===== src/inc/pms_consts.svh =====
// timing counts, divider ratios and widths of the power mode sequencer
`ifndef PMS_CONSTS_SVH
`define PMS_CONSTS_SVH
`define PMS_CLK_HZ         20000000
`define PMS_CLK_NS         50
`define PMS_VLP_CORE_HZ    2000000
`define PMS_VLP_FLASH_HZ   1000000
`define PMS_DIV_CORE       (`PMS_CLK_HZ / `PMS_VLP_CORE_HZ)
`define PMS_DIV_FLASH      (`PMS_CLK_HZ / `PMS_VLP_FLASH_HZ)
`define PMS_WAKE_RST_NS    1000
`define PMS_WAKE_RST_CYC   ((`PMS_WAKE_RST_NS + `PMS_CLK_NS - 1) / `PMS_CLK_NS)
`define PMS_PWRUP_NS       10000
`define PMS_PWRUP_CYC      ((`PMS_PWRUP_NS + `PMS_CLK_NS - 1) / `PMS_CLK_NS)
`define PMS_CNT_W          8
`define PMS_SYNC_W         3
`define PMS_SYNC_IRQ       0
`define PMS_SYNC_LEAKAGE_WAKEUP_UNIT      1
`define PMS_SYNC_MAINPWR   2
`endif


===== src/inc/pms_pkg.sv =====
// types of the power mode sequencer
package pms_pkg;
  // normal run plus ten reduced-power modes
  typedef enum logic [3:0] {
    PMS_RUN,
    PMS_WAIT,
    PMS_STOP,
    PMS_VLP_RUN,
    PMS_VLP_WAIT,
    PMS_VLP_STOP,
    PMS_LL_STOP,
    PMS_LEAK_STOP3,
    PMS_LEAK_STOP2,
    PMS_LEAK_STOP1,
    PMS_BATTERY_ONLY
  } pms_mode_e;

  // recovery sequence running beside the mode
  typedef enum logic [1:0] {
    PMS_SEQ_IDLE,
    PMS_SEQ_WAKE_RST,
    PMS_SEQ_PWRUP
  } pms_seq_e;
endpackage : pms_pkg


===== src/inc/pms_div_if.sv =====
// carrier between the sequencer and its clock-enable divider
`timescale 1ns/100ps
`default_nettype none
interface pms_div_if;
  logic run;       // divider counts while high
  logic core_tick; // 2 MHz enable pulse
  logic flash_tick; // 1 MHz enable pulse
  modport provider (input run, output core_tick, output flash_tick);
  modport user     (output run, input core_tick, input flash_tick);
endinterface : pms_div_if
`default_nettype wire


===== src/design/pms_clk_div.sv =====
// divider that makes the reduced-rate enable pulses
`timescale 1ns/100ps
`default_nettype none
`include "pms_consts.svh"
module pms_clk_div #(
  parameter int DIV_CORE  = `PMS_DIV_CORE,
  parameter int DIV_FLASH = `PMS_DIV_FLASH
) (
  // clock and reset
  input  wire logic clk_sys_i,
  input  wire logic rst_i,
  // enables
  pms_div_if.provider div
);
  // refuse ratios the counters cannot serve
  if (DIV_CORE < 2 || DIV_CORE > 255 || DIV_FLASH < 2 || DIV_FLASH > 255) begin : g_chk
    $error("pms_clk_div: divider ratio out of range");
  end

  logic [7:0] core_cnt_r;
  logic [7:0] flash_cnt_r;
  logic       core_tick_r;
  logic       flash_tick_r;

  wire core_wrap  = (core_cnt_r == 8'(DIV_CORE - 1));
  wire flash_wrap = (flash_cnt_r == 8'(DIV_FLASH - 1));

  // free counters, held at zero while not needed
  always_ff @(posedge clk_sys_i or posedge rst_i) begin
    if (rst_i) begin
      core_cnt_r   <= 8'h00;
      flash_cnt_r  <= 8'h00;
      core_tick_r  <= 1'b0;
      flash_tick_r <= 1'b0;
    end else begin
      core_cnt_r   <= (!div.run || core_wrap) ? 8'h00 : core_cnt_r + 8'h01;
      flash_cnt_r  <= (!div.run || flash_wrap) ? 8'h00 : flash_cnt_r + 8'h01;
      core_tick_r  <= div.run && core_wrap;
      flash_tick_r <= div.run && flash_wrap;
    end
  end

  assign div.core_tick  = core_tick_r;
  assign div.flash_tick = flash_tick_r;
endmodule // pms_clk_div
`default_nettype wire


===== src/design/pms_mode_seq.sv =====
// chip power mode sequencer: mode state, clock gating, supplies, wake-up
`timescale 1ns/100ps
`default_nettype none
`include "pms_consts.svh"
// How it works
// - ten reduced-power modes besides normal run, held in one enum
// - wait and stop levels entered only on the wait-for-interrupt pulse
// - any reset lands in normal run, regulator at full power
// - normal wait: core clock off, peripherals clocked, interrupt wakes to run
// - normal stop: retention, detector on, peripheral clocks off, async unit wakes
// - very low power run: flash at 1 MHz, detector off, core and peripheral clocks 2 MHz
// - very low power wait: as very low power run with core and flash stopped
// - very low power stop: detector off, clocks off, low-power analog usable
// - low leakage stop: state kept, wakeup unit wakes, its interrupt resumes run
// - leakage stop level 3: both SRAM halves powered and retained
// - leakage stop level 2: lower half off, part of upper half kept
// - leakage stop level 1: all SRAM off, only the two register files kept
// - battery only: only battery domain alive, exit by full power-up sequence
// - leakage stop recovery runs reset flow with wakeup flag left set
// - pin states held in every stop and leakage mode
// - each run mode has its own wait and stop mode
module pms_mode_seq
  import pms_pkg::*;
#(
  parameter int WAKE_RST_CYC = `PMS_WAKE_RST_CYC,
  parameter int PWRUP_CYC    = `PMS_PWRUP_CYC
) (
  // clock and reset
  input  wire logic              clk_sys_i,
  input  wire logic              rst_i,
  // core requests
  input  wire logic              wfi_i,
  input  wire pms_pkg::pms_mode_e tgt_mode_i,
  input  wire logic              leakage_wakeup_unit_flag_clr_i,
  // wake sources and supply status, asynchronous
  input  wire logic              irq_pend_i,
  input  wire logic              leakage_wakeup_unit_wake_i,
  input  wire logic              main_pwr_ok_i,
  // mode status
  output pms_pkg::pms_mode_e     mode_o,
  output logic                   wake_rst_o,
  output logic                   pwrup_busy_o,
  output logic                   leakage_wakeup_unit_flag_o,
  // clock enables
  output logic                   core_clk_en_o,
  output logic                   periph_clk_en_o,
  output logic                   core_interrupt_controller_clk_en_o,
  output logic                   flash_clk_en_o,
  output logic                   irc_sel_o,
  // wake logic enables
  output logic                   async_wake_unit_en_o,
  output logic                   leakage_wakeup_unit_en_o,
  output logic                   lp_periph_en_o,
  output logic                   adc_pin_irq_en_o,
  // supplies and retention
  output logic                   reg_full_o,
  output logic                   lvd_en_o,
  output logic                   core_pwr_o,
  output logic                   sram_l_pwr_o,
  output logic                   sram_u_pwr_o,
  output logic                   sram_u_part_o,
  output logic                   regfile_pwr_o,
  output logic                   io_hold_o
);
  import pms_pkg::*;

  // refuse sequence lengths the counter cannot hold
  if (WAKE_RST_CYC < 1 || PWRUP_CYC < 1 ||
      WAKE_RST_CYC > 255 || PWRUP_CYC > 255) begin : g_chk
    $error("pms_mode_seq: sequence length out of range");
  end

  localparam logic [`PMS_CNT_W-1:0] WAKE_LAST  = `PMS_CNT_W'(WAKE_RST_CYC - 1);
  localparam logic [`PMS_CNT_W-1:0] PWRUP_LAST = `PMS_CNT_W'(PWRUP_CYC - 1);

  // synchronisers for the asynchronous inputs
  logic [`PMS_SYNC_W-1:0] async_in;
  logic [`PMS_SYNC_W-1:0] sync1_r;
  logic [`PMS_SYNC_W-1:0] sync2_r;

  assign async_in[`PMS_SYNC_IRQ]     = irq_pend_i;
  assign async_in[`PMS_SYNC_LEAKAGE_WAKEUP_UNIT]    = leakage_wakeup_unit_wake_i;
  assign async_in[`PMS_SYNC_MAINPWR] = main_pwr_ok_i;

  for (genvar i = 0; i < `PMS_SYNC_W; i++) begin : g_sync
    // two stages per input bit
    always_ff @(posedge clk_sys_i or posedge rst_i) begin
      if (rst_i) begin
        sync1_r[i] <= 1'b0;
        sync2_r[i] <= 1'b0;
      end else begin
        sync1_r[i] <= async_in[i];
        sync2_r[i] <= sync1_r[i];
      end
    end
  end

  wire irq_s     = sync2_r[`PMS_SYNC_IRQ];
  wire leakage_wakeup_unit_s    = sync2_r[`PMS_SYNC_LEAKAGE_WAKEUP_UNIT];
  wire mainpwr_s = sync2_r[`PMS_SYNC_MAINPWR];

  // state
  pms_mode_e               mode_r;
  pms_mode_e               mode_nxt;
  pms_seq_e                seq_r;
  pms_seq_e                seq_nxt;
  logic [`PMS_CNT_W-1:0]   cnt_r;
  logic [`PMS_CNT_W-1:0]   cnt_nxt;
  logic                    leakage_wakeup_unit_flag_r;
  logic                    supply_seen_r;

  // reduced-rate enable pulses
  pms_div_if div_bus ();

  pms_clk_div u_div (
    .clk_sys_i (clk_sys_i),
    .rst_i     (rst_i),
    .div       (div_bus.provider)
  );

  // mode groups
  wire in_seq      = (seq_r != PMS_SEQ_IDLE);
  wire is_run      = (mode_r == PMS_RUN);
  wire is_very_low_power_run     = (mode_r == PMS_VLP_RUN);
  wire is_vlp_any  = (mode_r == PMS_VLP_RUN) || (mode_r == PMS_VLP_WAIT) ||
                     (mode_r == PMS_VLP_STOP);
  wire is_leak     = (mode_r == PMS_LEAK_STOP3) || (mode_r == PMS_LEAK_STOP2) ||
                     (mode_r == PMS_LEAK_STOP1);
  wire is_deep     = (mode_r == PMS_STOP) || (mode_r == PMS_VLP_STOP) ||
                     (mode_r == PMS_LL_STOP) || is_leak;

  // legal targets of a wait-for-interrupt from each run mode
  wire tgt_common  = (tgt_mode_i == PMS_LL_STOP) || (tgt_mode_i == PMS_LEAK_STOP3) ||
                     (tgt_mode_i == PMS_LEAK_STOP2) || (tgt_mode_i == PMS_LEAK_STOP1);
  wire tgt_ok_run  = (tgt_mode_i == PMS_WAIT) || (tgt_mode_i == PMS_STOP) ||
                     (tgt_mode_i == PMS_VLP_RUN) || tgt_common;
  wire tgt_ok_very_low_power_run = (tgt_mode_i == PMS_VLP_WAIT) || (tgt_mode_i == PMS_VLP_STOP) ||
                     (tgt_mode_i == PMS_RUN) || tgt_common;
  wire enter_ok    = !in_seq && wfi_i &&
                     ((is_run && tgt_ok_run) || (is_very_low_power_run && tgt_ok_very_low_power_run));
  wire seq_done    = (seq_r == PMS_SEQ_WAKE_RST) ? (cnt_r == WAKE_LAST) :
                                                   (cnt_r == PWRUP_LAST);

  // next mode and recovery sequence
  always_comb begin
    mode_nxt = mode_r;
    seq_nxt  = seq_r;
    cnt_nxt  = in_seq ? cnt_r + `PMS_CNT_W'(1) : '0;
    if (!mainpwr_s && supply_seen_r) begin
      mode_nxt = PMS_BATTERY_ONLY;
      seq_nxt  = PMS_SEQ_IDLE;
      cnt_nxt  = '0;
    end else if (in_seq) begin
      if (seq_done) begin
        mode_nxt = PMS_RUN;
        seq_nxt  = PMS_SEQ_IDLE;
        cnt_nxt  = '0;
      end
    end else begin
      case (mode_r)
        PMS_RUN,
        PMS_VLP_RUN: begin
          if (enter_ok) begin
            mode_nxt = tgt_mode_i;
          end
        end
        PMS_WAIT,
        PMS_STOP: begin
          if (irq_s) begin
            mode_nxt = PMS_RUN;
          end
        end
        PMS_VLP_WAIT,
        PMS_VLP_STOP: begin
          if (irq_s) begin
            mode_nxt = PMS_VLP_RUN;
          end
        end
        PMS_LL_STOP: begin
          if (leakage_wakeup_unit_s) begin
            mode_nxt = PMS_RUN;
          end
        end
        PMS_LEAK_STOP3,
        PMS_LEAK_STOP2,
        PMS_LEAK_STOP1: begin
          if (leakage_wakeup_unit_s) begin
            seq_nxt = PMS_SEQ_WAKE_RST;
            cnt_nxt = '0;
          end
        end
        PMS_BATTERY_ONLY: begin
          if (mainpwr_s) begin
            seq_nxt = PMS_SEQ_PWRUP;
            cnt_nxt = '0;
          end
        end
        default: begin
          mode_nxt = PMS_RUN;
        end
      endcase
    end
  end

  // wakeup unit flag: set by a wake out of low leakage or leakage stop, set wins
  wire leakage_wakeup_unit_set   = leakage_wakeup_unit_s && ((mode_r == PMS_LL_STOP) || is_leak) && !in_seq;
  wire leakage_wakeup_unit_f_nxt = leakage_wakeup_unit_set || (leakage_wakeup_unit_flag_r && !leakage_wakeup_unit_flag_clr_i);

  // mode, sequence and flag registers
  always_ff @(posedge clk_sys_i or posedge rst_i) begin
    if (rst_i) begin
      mode_r        <= PMS_RUN;
      seq_r         <= PMS_SEQ_IDLE;
      cnt_r         <= '0;
      leakage_wakeup_unit_flag_r   <= 1'b0;
      supply_seen_r <= 1'b0;
    end else begin
      mode_r        <= mode_nxt;
      seq_r         <= seq_nxt;
      cnt_r         <= cnt_nxt;
      leakage_wakeup_unit_flag_r   <= leakage_wakeup_unit_f_nxt;
      supply_seen_r <= supply_seen_r || mainpwr_s;
    end
  end

  // divider runs in all three very low power modes, stop included
  assign div_bus.run = is_vlp_any && !in_seq;

  // per-mode decode of clocks, supplies and retention
  wire clocked   = !in_seq && (mode_r != PMS_BATTERY_ONLY);
  wire core_en   = clocked && (is_run || (is_very_low_power_run && div_bus.core_tick));
  wire per_en    = clocked && (is_run || (mode_r == PMS_WAIT) ||
                   (((mode_r == PMS_VLP_RUN) || (mode_r == PMS_VLP_WAIT)) &&
                    div_bus.core_tick));
  wire core_interrupt_controller_en   = clocked && (is_run || (mode_r == PMS_WAIT) ||
                   (((mode_r == PMS_VLP_RUN) || (mode_r == PMS_VLP_WAIT)) &&
                    div_bus.core_tick));
  wire flash_en  = clocked && (is_run || (is_very_low_power_run && div_bus.flash_tick));
  wire async_wake_unit_en   = (mode_r == PMS_STOP) || (mode_r == PMS_VLP_STOP);
  wire leakage_wakeup_unit_en   = ((mode_r == PMS_LL_STOP) || is_leak) && !in_seq;
  wire lp_per_en = (mode_r != PMS_BATTERY_ONLY) && !in_seq;
  wire adc_pin   = (mode_r != PMS_BATTERY_ONLY) && !is_leak &&
                   (mode_r != PMS_LL_STOP) && !in_seq;
  wire reg_full  = !is_vlp_any && (mode_r != PMS_BATTERY_ONLY);
  wire lvd_en    = (is_run || (mode_r == PMS_WAIT) || (mode_r == PMS_STOP)) &&
                   !in_seq;
  wire core_pwr  = !is_leak && (mode_r != PMS_BATTERY_ONLY);
  wire sram_l    = (mode_r != PMS_LEAK_STOP2) && (mode_r != PMS_LEAK_STOP1) &&
                   (mode_r != PMS_BATTERY_ONLY);
  wire sram_u    = (mode_r != PMS_LEAK_STOP2) && (mode_r != PMS_LEAK_STOP1) &&
                   (mode_r != PMS_BATTERY_ONLY);
  wire sram_part = sram_u || (mode_r == PMS_LEAK_STOP2);
  wire regfile   = (mode_r != PMS_BATTERY_ONLY);
  wire io_hold   = is_deep || (mode_r == PMS_BATTERY_ONLY) || in_seq;

  // output registers
  always_ff @(posedge clk_sys_i or posedge rst_i) begin
    if (rst_i) begin
      mode_o           <= PMS_RUN;
      wake_rst_o       <= 1'b0;
      pwrup_busy_o     <= 1'b0;
      leakage_wakeup_unit_flag_o      <= 1'b0;
      core_clk_en_o    <= 1'b1;
      periph_clk_en_o  <= 1'b1;
      core_interrupt_controller_clk_en_o    <= 1'b1;
      flash_clk_en_o   <= 1'b1;
      irc_sel_o        <= 1'b0;
      async_wake_unit_en_o        <= 1'b0;
      leakage_wakeup_unit_en_o        <= 1'b0;
      lp_periph_en_o   <= 1'b1;
      adc_pin_irq_en_o <= 1'b1;
      reg_full_o       <= 1'b1;
      lvd_en_o         <= 1'b1;
      core_pwr_o       <= 1'b1;
      sram_l_pwr_o     <= 1'b1;
      sram_u_pwr_o     <= 1'b1;
      sram_u_part_o    <= 1'b1;
      regfile_pwr_o    <= 1'b1;
      io_hold_o        <= 1'b0;
    end else begin
      mode_o           <= mode_r;
      wake_rst_o       <= (seq_r == PMS_SEQ_WAKE_RST);
      pwrup_busy_o     <= (seq_r == PMS_SEQ_PWRUP);
      leakage_wakeup_unit_flag_o      <= leakage_wakeup_unit_flag_r;
      core_clk_en_o    <= core_en;
      periph_clk_en_o  <= per_en;
      core_interrupt_controller_clk_en_o    <= core_interrupt_controller_en;
      flash_clk_en_o   <= flash_en;
      irc_sel_o        <= is_vlp_any;
      async_wake_unit_en_o        <= async_wake_unit_en;
      leakage_wakeup_unit_en_o        <= leakage_wakeup_unit_en;
      lp_periph_en_o   <= lp_per_en;
      adc_pin_irq_en_o <= adc_pin;
      reg_full_o       <= reg_full;
      lvd_en_o         <= lvd_en;
      core_pwr_o       <= core_pwr;
      sram_l_pwr_o     <= sram_l;
      sram_u_pwr_o     <= sram_u;
      sram_u_part_o    <= sram_part;
      regfile_pwr_o    <= regfile;
      io_hold_o        <= io_hold;
    end
  end
endmodule // pms_mode_seq
`default_nettype wire


===== config.mk =====
export PLATFORM = sky130hd
export DESIGN_NAME = pms_mode_seq
export DESIGN_NICKNAME = d
export VERILOG_FILES = /design/src/inc/pms_pkg.sv /design/src/inc/pms_div_if.sv /design/src/design/pms_clk_div.sv /design/src/design/pms_mode_seq.sv
export VERILOG_INCLUDE_DIRS = /design/src /design/src/inc
export SDC_FILE = /design/constraint.sdc
export NUM_CORES = 1
export LEC_CHECK = 0
export ABC_AREA = 0
export BUFFER_PORTS_ARGS = -buffer_cell sky130_fd_sc_hd__clkbuf_2
export CAP_MARGIN = 20
export CELL_PAD_IN_SITES_DETAIL_PLACEMENT = 0
export CELL_PAD_IN_SITES_GLOBAL_PLACEMENT = 1
export CORE_ASPECT_RATIO = 0.9
export CORE_MARGIN = 2
export CORE_UTILIZATION = 44
export DETAILED_ROUTE_END_ITERATION = 12
export PLACE_DENSITY_LB_ADDON = 0.1
export SLEW_MARGIN = 15
export SYNTH_ARGS = -nofsm -noshare
export SYNTH_HDL_FRONTEND = slang
export SYNTH_SLANG_ARGS = --single-unit

===== constraint.sdc =====
create_clock -name clk_sys_i -period 3.4 [get_ports clk_sys_i]
set_clock_uncertainty 0.15 [all_clocks]
set_input_delay 0.85 -clock clk_sys_i [delete_from_list [all_inputs] [get_ports clk_sys_i]]
set_output_delay 0.85 -clock clk_sys_i [all_outputs]
set_load 0.02 [all_outputs]

-- Yosys cells after proc, flatten, opt, wreduce, memory -nomap -nowiden
Cells that the tools add are included.
W data, S select, Z words.
- $add $sub $neg: 3
- equality and inequality tests: 37
- mux-type cells: 24
- reductions and logical operators: 73
- operator list (cell ; number):
    $mux W8 ; 8
    $ne A4 B4 Y1 const B ; 9
    $eq A4 B3 Y1 const B ; 8
    $logic_or A1 B1 Y1 ; 30
    $mux W4 ; 7
    $logic_and A1 B1 Y1 ; 26
    $add A8 B1 Y8 const B ; 3
    $eq A4 B4 Y1 const B ; 5
    $pmux W4 S5 ; 1
    $eq A4 B2 Y1 const B ; 4
    $eq A8 B5 Y1 const B ; 2
    $pmux W8 S2 ; 1
    $mux W2 ; 5
    $eq A4 B1 Y1 const B ; 2
    $eq A8 B4 Y1 const B ; 1
    $eq A8 B8 Y1 const B ; 1
    $logic_not A4 Y1 ; 2
    $logic_not A1 Y1 ; 6
    $ne A3 B1 Y1 const B ; 2
    $reduce_and A6 Y1 ; 1
    $reduce_or A2 Y1 ; 3
    $ne A4 B3 Y1 const B ; 1
    $pmux W2 S2 ; 1
    $reduce_and A4 Y1 ; 1
    other kinds (7) ; 7
- register bits: 62
- output and inout bits: 24
- word-level logic and storage cells: 171

-- Depth between registers and ports, before layout
- depth in word-level cells: 12
- gate-level depth with buffers: 6
- depth with buffers taken out: 6

-- Modules after synthesis
A second synthesis with hierarchy kept.
- cells, all modules: 260
- area, all modules: 2750.1 um^2
- by module, submodules not included (module ; instances ; cells each ; area each (um^2)):
    pms_mode_seq ; 1 ; 179 ; 1913.1
    pms_clk_div ; 1 ; 81 ; 837.1

-- Worst setup path after synthesis
Ideal clock, no wire load.
- path type: input to register
- from: input tgt_mode_i[3]
- to: register mode_r[3]
- library setup time: 0.125 ns
- arrival: 2.213 ns
- data required time: 3.125 ns
- slack: 0.912 ns
- cell stages on the path: 5
- path buffers: 0
- path through: or4b_1 > a21oi_1 > nor3_1 > a221oi_4 > mux2_4
- cells in the longest elaborated chain, start to end: 10
- ends and longest elaborated chain (item ; RTL line ; source):
    start, declared ; pms_mode_seq.sv:33 ; input wire pms_pkg::pms_mode_e tgt_mode_i,
    $eq A4 B3 Y1 ; pms_mode_seq.sv:133 ; wire tgt_common = (tgt_mode_i == PMS_LL_STOP) || (tgt_mode_i == PMS_LEAK_STOP3) ||
    $logic_or A1 B1 Y1 (2 in a row) ; pms_mode_seq.sv:133 ;
    $logic_or A1 B1 Y1 ; pms_mode_seq.sv:134 ; (tgt_mode_i == PMS_LEAK_STOP2) || (tgt_mode_i == PMS_LEAK_STOP1);
    $logic_or A1 B1 Y1, on equally long branches ; pms_mode_seq.sv:136, pms_mode_seq.sv:138 ;
    $logic_and A1 B1 Y1 ; pms_mode_seq.sv:140 ; ((is_run && tgt_ok_run) || (is_very_low_power_run && tgt_ok_very_low_power_run));
    $logic_or A1 B1 Y1 ; pms_mode_seq.sv:140 ;
    $logic_and A1 B1 Y1 ; pms_mode_seq.sv:139 ; wire enter_ok = !in_seq && wfi_i &&
    $ne A4 B4 Y1 (no line) ; - ;
    $reduce_and A6 Y1 (no line) ; - ;
    end signal, assigned ; pms_mode_seq.sv:218 ; mode_r <= mode_nxt;
    end, declared ; pms_mode_seq.sv:103 ; pms_mode_e mode_r;
Several ways; a longest one is shown, not always the timed one. The select of a mux whose other input is x is not followed.
A chain may end at the register's enable or synchronous reset.

-- Final worst setup path
- from: register mode_r[0]
- to: register mode_r[3]
- cells in the longest elaborated chain, start to end: 6
- ends and longest elaborated chain (item ; RTL line):
    $eq A4 B2 Y1 or $logic_not A4 Y1 (tied branches) ; pms_mode_seq.sv:124, pms_mode_seq.sv:160, pms_mode_seq.sv:123
    $logic_and A1 B1 Y1 ; pms_mode_seq.sv:140
    $logic_or A1 B1 Y1 ; pms_mode_seq.sv:140
    $logic_and A1 B1 Y1 ; pms_mode_seq.sv:139
    $ne A4 B4 Y1 (no line) ; -
    $reduce_and A6 Y1 (no line) ; -
Several ways; a longest one is shown, not always the timed one.

==> impl_metrics.py <==
metrics = {
    "run_status": {
        "status": "complete, but fails checks",
        "violations": "design-rule violations",
    },
    "routing": {
        "first_pass_iters": 9,
        "drtAntennaViolNets": 0,
        "top_layer": "met4",
        "drt_wl_total_um": 5130,
        "drt_iter0_drc": 106,
        "drt-wirelength-per-cell_um": 14.3,
        "via_per_inst": 5.11,
        "wl_met2_um": 2230,
        "wl_met3_um": 288,
        "drcViolationCount": 4,
        "vias": 1835,
        "drt-met1-wl_um": 2560,
    },
    "global_routing": {
        "grt_pass1_wl_um": 8810,
        "grt_usage_pct": 17.6,
        "grt_pass1_vias": 1846,
        "grt_max_degree": 63,
        "grt-ovfl-total": 0,
        "antenna_found_initial": 0,
    },
    "synthesis": {
        "async_flop_share_pct": 100,
        "avgSynthCellArea_um2": 10.9,
        "ys_ff_latch": 62,
        "synthCells": 243,
        "syn-num-nets": 258,
        "yosysSeqAreaShare_pct": 59.1,
        "synth_edf_count": 0,
        "synth.area.top_cells": "dfrtp_1, dfstp_2, nor2_1, xor2_1, nand3_1",
        "syn_area_um2": 2650,
        "ys_types": 44,
        "yosysTopAreaCell": "dfrtp_1",
        "synth_top_area_share_pct": 48.2,
        "yosys_warnings": 0,
        "synth_ff_type": "dfrtp_1",
    },
    "floorplan": {
        "die_h_um": 77.6,
        "boundaryPins": 35,
        "die_w_um": 85.8,
        "dieArea_um2": 6660,
        "initial_core_util_pct": 46.0,
        "rows": 26,
        "core_um2": 5760,
    },
    "layout": {
        "seqCellArea_um2": 1570,
        "finalNonFillerCells": 359,
        "fillers": 532,
        "insertedDiodeCount": 0,
        "final_area_um2": 3130,
        "drive_gt1_share_pct": 24.2,
        "nNetsFinal": 299,
        "multi_input_area_um2": 1000,
        "final_core_util_pct": 54.4,
        "syn2layout_area_growth_pct": 18.2,
    },
    "critical_path": {
        "arrival_ns": 2.58,
        "required_ns": 3.48,
        "critical_path_class": "reg -> reg",
        "critPathCaptureType": "flip-flop",
        "crit_fanout": 14,
        "crit_start": "mode_r[0]$_DFFE_PP0P_",
        "timing.rr.start": "mode_r[0]$_DFFE_PP0P_",
        "start_kind": "flip-flop",
    },
    "clock_tree": {
        "tritoncts": "done",
        "clockRootBuffer": "clkbuf_8",
        "cts_sinks": 62,
        "cts_buffer_depth": 2,
        "clk_latency_ns": 0.34,
        "cts_buffers": 9,
        "cts_setup_buffers": 0,
        "cts_hold_buf": 0,
        "cts_resized": 0,
        "htreeDepth": 3,
        "clkTransAtPathRegs_ns": 0.07,
    },
    "timing": {
        "fin_crit_sh_pct": 73.6,
        "finalWorstPathRequiredPeriod_ns": 2.50,
        "hold_viol": 0,
        "timing.hold.ws_ns": 0.200,
        "fmax_mhz": 400,
        "tightest_slew_ns": 0.758,
        "slew_headroom_pct": 49.1,
        "rsz0062_at_grt": "false",
        "slew_violations": 0,
        "setup_viol": 0,
        "tns_ns": 0,
    },
    "placed_design": {
        "dp_hpwl_um": 3410,
        "gp_congestion": 0.835,
        "placed_area_um2": 2900,
        "placed_cells": 343,
        "portBuffers": 34,
    },
    "pwr": {
        "power_density_nw_per_um2": 789,
        "p_leak_uw": 0.00144,
        "ir_worst_vdd_v": 0.000321,
    },
    "flow_run": {
        "drv_cap": 0,
    },
    "worst_hold_path": {
        "hold_path.class": "reg -> reg",
        "hold_path.startpoint": "sync1_r[2]$_DFF_PP0_",
    },
}
==> Yosys cell counts, types with 2 or more instances <==
cell type and n:
a21oi_1 11, a31oi_1 2, a32o_1 3, and2_1 3, and3_1 6, buf_4 3, clkbuf_1 3, dfrtp_1 51
dfstp_2 11, ha_1 4, inv_1 10, mux2i_1 2, nand2_1 15, nand2b_1 4, nand3_1 13, nand4_1 2
nor2_1 39, nor2b_1 5, nor3_1 5, o21ai_0 10, or2_2 2, or4b_1 2, xnor2_1 5, xor2_1 12
==> per-stage QoR <==
stage	worst slack, ns	power [µW]
5_1_grt	0.747	2620
2_1_floorplan	0.877	1520
3_5_place_dp	0.703	1740
4_1_cts	0.915	2500
3_3_place_gp	0.698	1740
6_report	0.899	2470
==> final cells by class <==
| class | instances | area share (%) |
|---|---|---|
| flip-flops and latches | 62 | 50.0 |
| multi-input cells | 164 | 32.0 |
| repair buffers | 37 | 6.55 |
| clock buffers | 13 | 5.40 |
| well taps | 70 | 2.80 |
| clock inverters | 3 | 2.08 |
| inverters | 10 | 1.20 |
==> layer usage <==
| metal | global-route usage (%) | vias to the layer above |
|---|---|---|
| li1 | - | 919 |
| met3 | 6.91 | 4 |
| met1 | 23.6 | 859 |
| met5 | 0 | - |
| met4 | 8.73 | 0 |
| met2 | 24.9 | 53 |
==> flip-flops by register name (all words and copies together), names as in the netlist, 2 cells and up <==
signal and count:
cnt_r 8, u_div.core_cnt_r 8, seq_r 2, mode_r 4, mode_o 4, u_div.flash_cnt_r 8, sync1_r 3
==> worst paths after layout <==
check	cells past startpoint	slack (ns)	end
max reg2reg	5	0.90	mode_r[3]$_DFFE_PP0P_
max in group asynchronous	3	2.39	adc_pin_irq_en_o$_DFF_PP1_
min in group asynchronous	3	0.39	cnt_r[4]$_DFF_PP0_
min	0	0.20	mainpwr_s$_DFF_PP0_
min reg2reg	0	0.20	mainpwr_s$_DFF_PP0_
max	5	0.90	mode_r[3]$_DFFE_PP0P_
==> placed cells by master, fill, tap and decap left out, types with 4 or more instances in the layout <==
cell       n
nor3_1     5
and3_1     6
xnor2_1    5
nor2_1    39
a21oi_1   11
dfrtp_1   51
dfstp_2   11
clkbuf_8  12
clkbuf_2  34
nand2_1   15
xor2_1    12
nor2b_1    5
nand3_1   13
ha_1       4
o21ai_0   10
inv_1      9
nand2b_1   4
==> power breakdown <==
group | internal, µW | total [µW] | switching, µW
logic | 253 | 723 | 470
clock network | 472 | 750 | 278
registers | 915 | 998 | 82.4
==> cell families after synthesis <==
kind of cell / synth area share [%]
AND/OR/NAND/NOR: 19.4
flip-flops: 59.1
AO/OA/AOI/OAI: 9.54
XOR/XNOR: 5.62
multiplexers: 1.32
adder cells (fa/ha/maj): 1.89
buffers and inverters: 3.12
==> worst max-delay path, stage by stage (launching register included) <==
cell	delay, ns
dfrtp_1	0.61
and2_1	0.35
o21ai_0	0.15
a2111o_1	0.45
a221oi_4	0.37
mux2_4	0.33
Note: power is estimated with default switching activity, not from simulation.
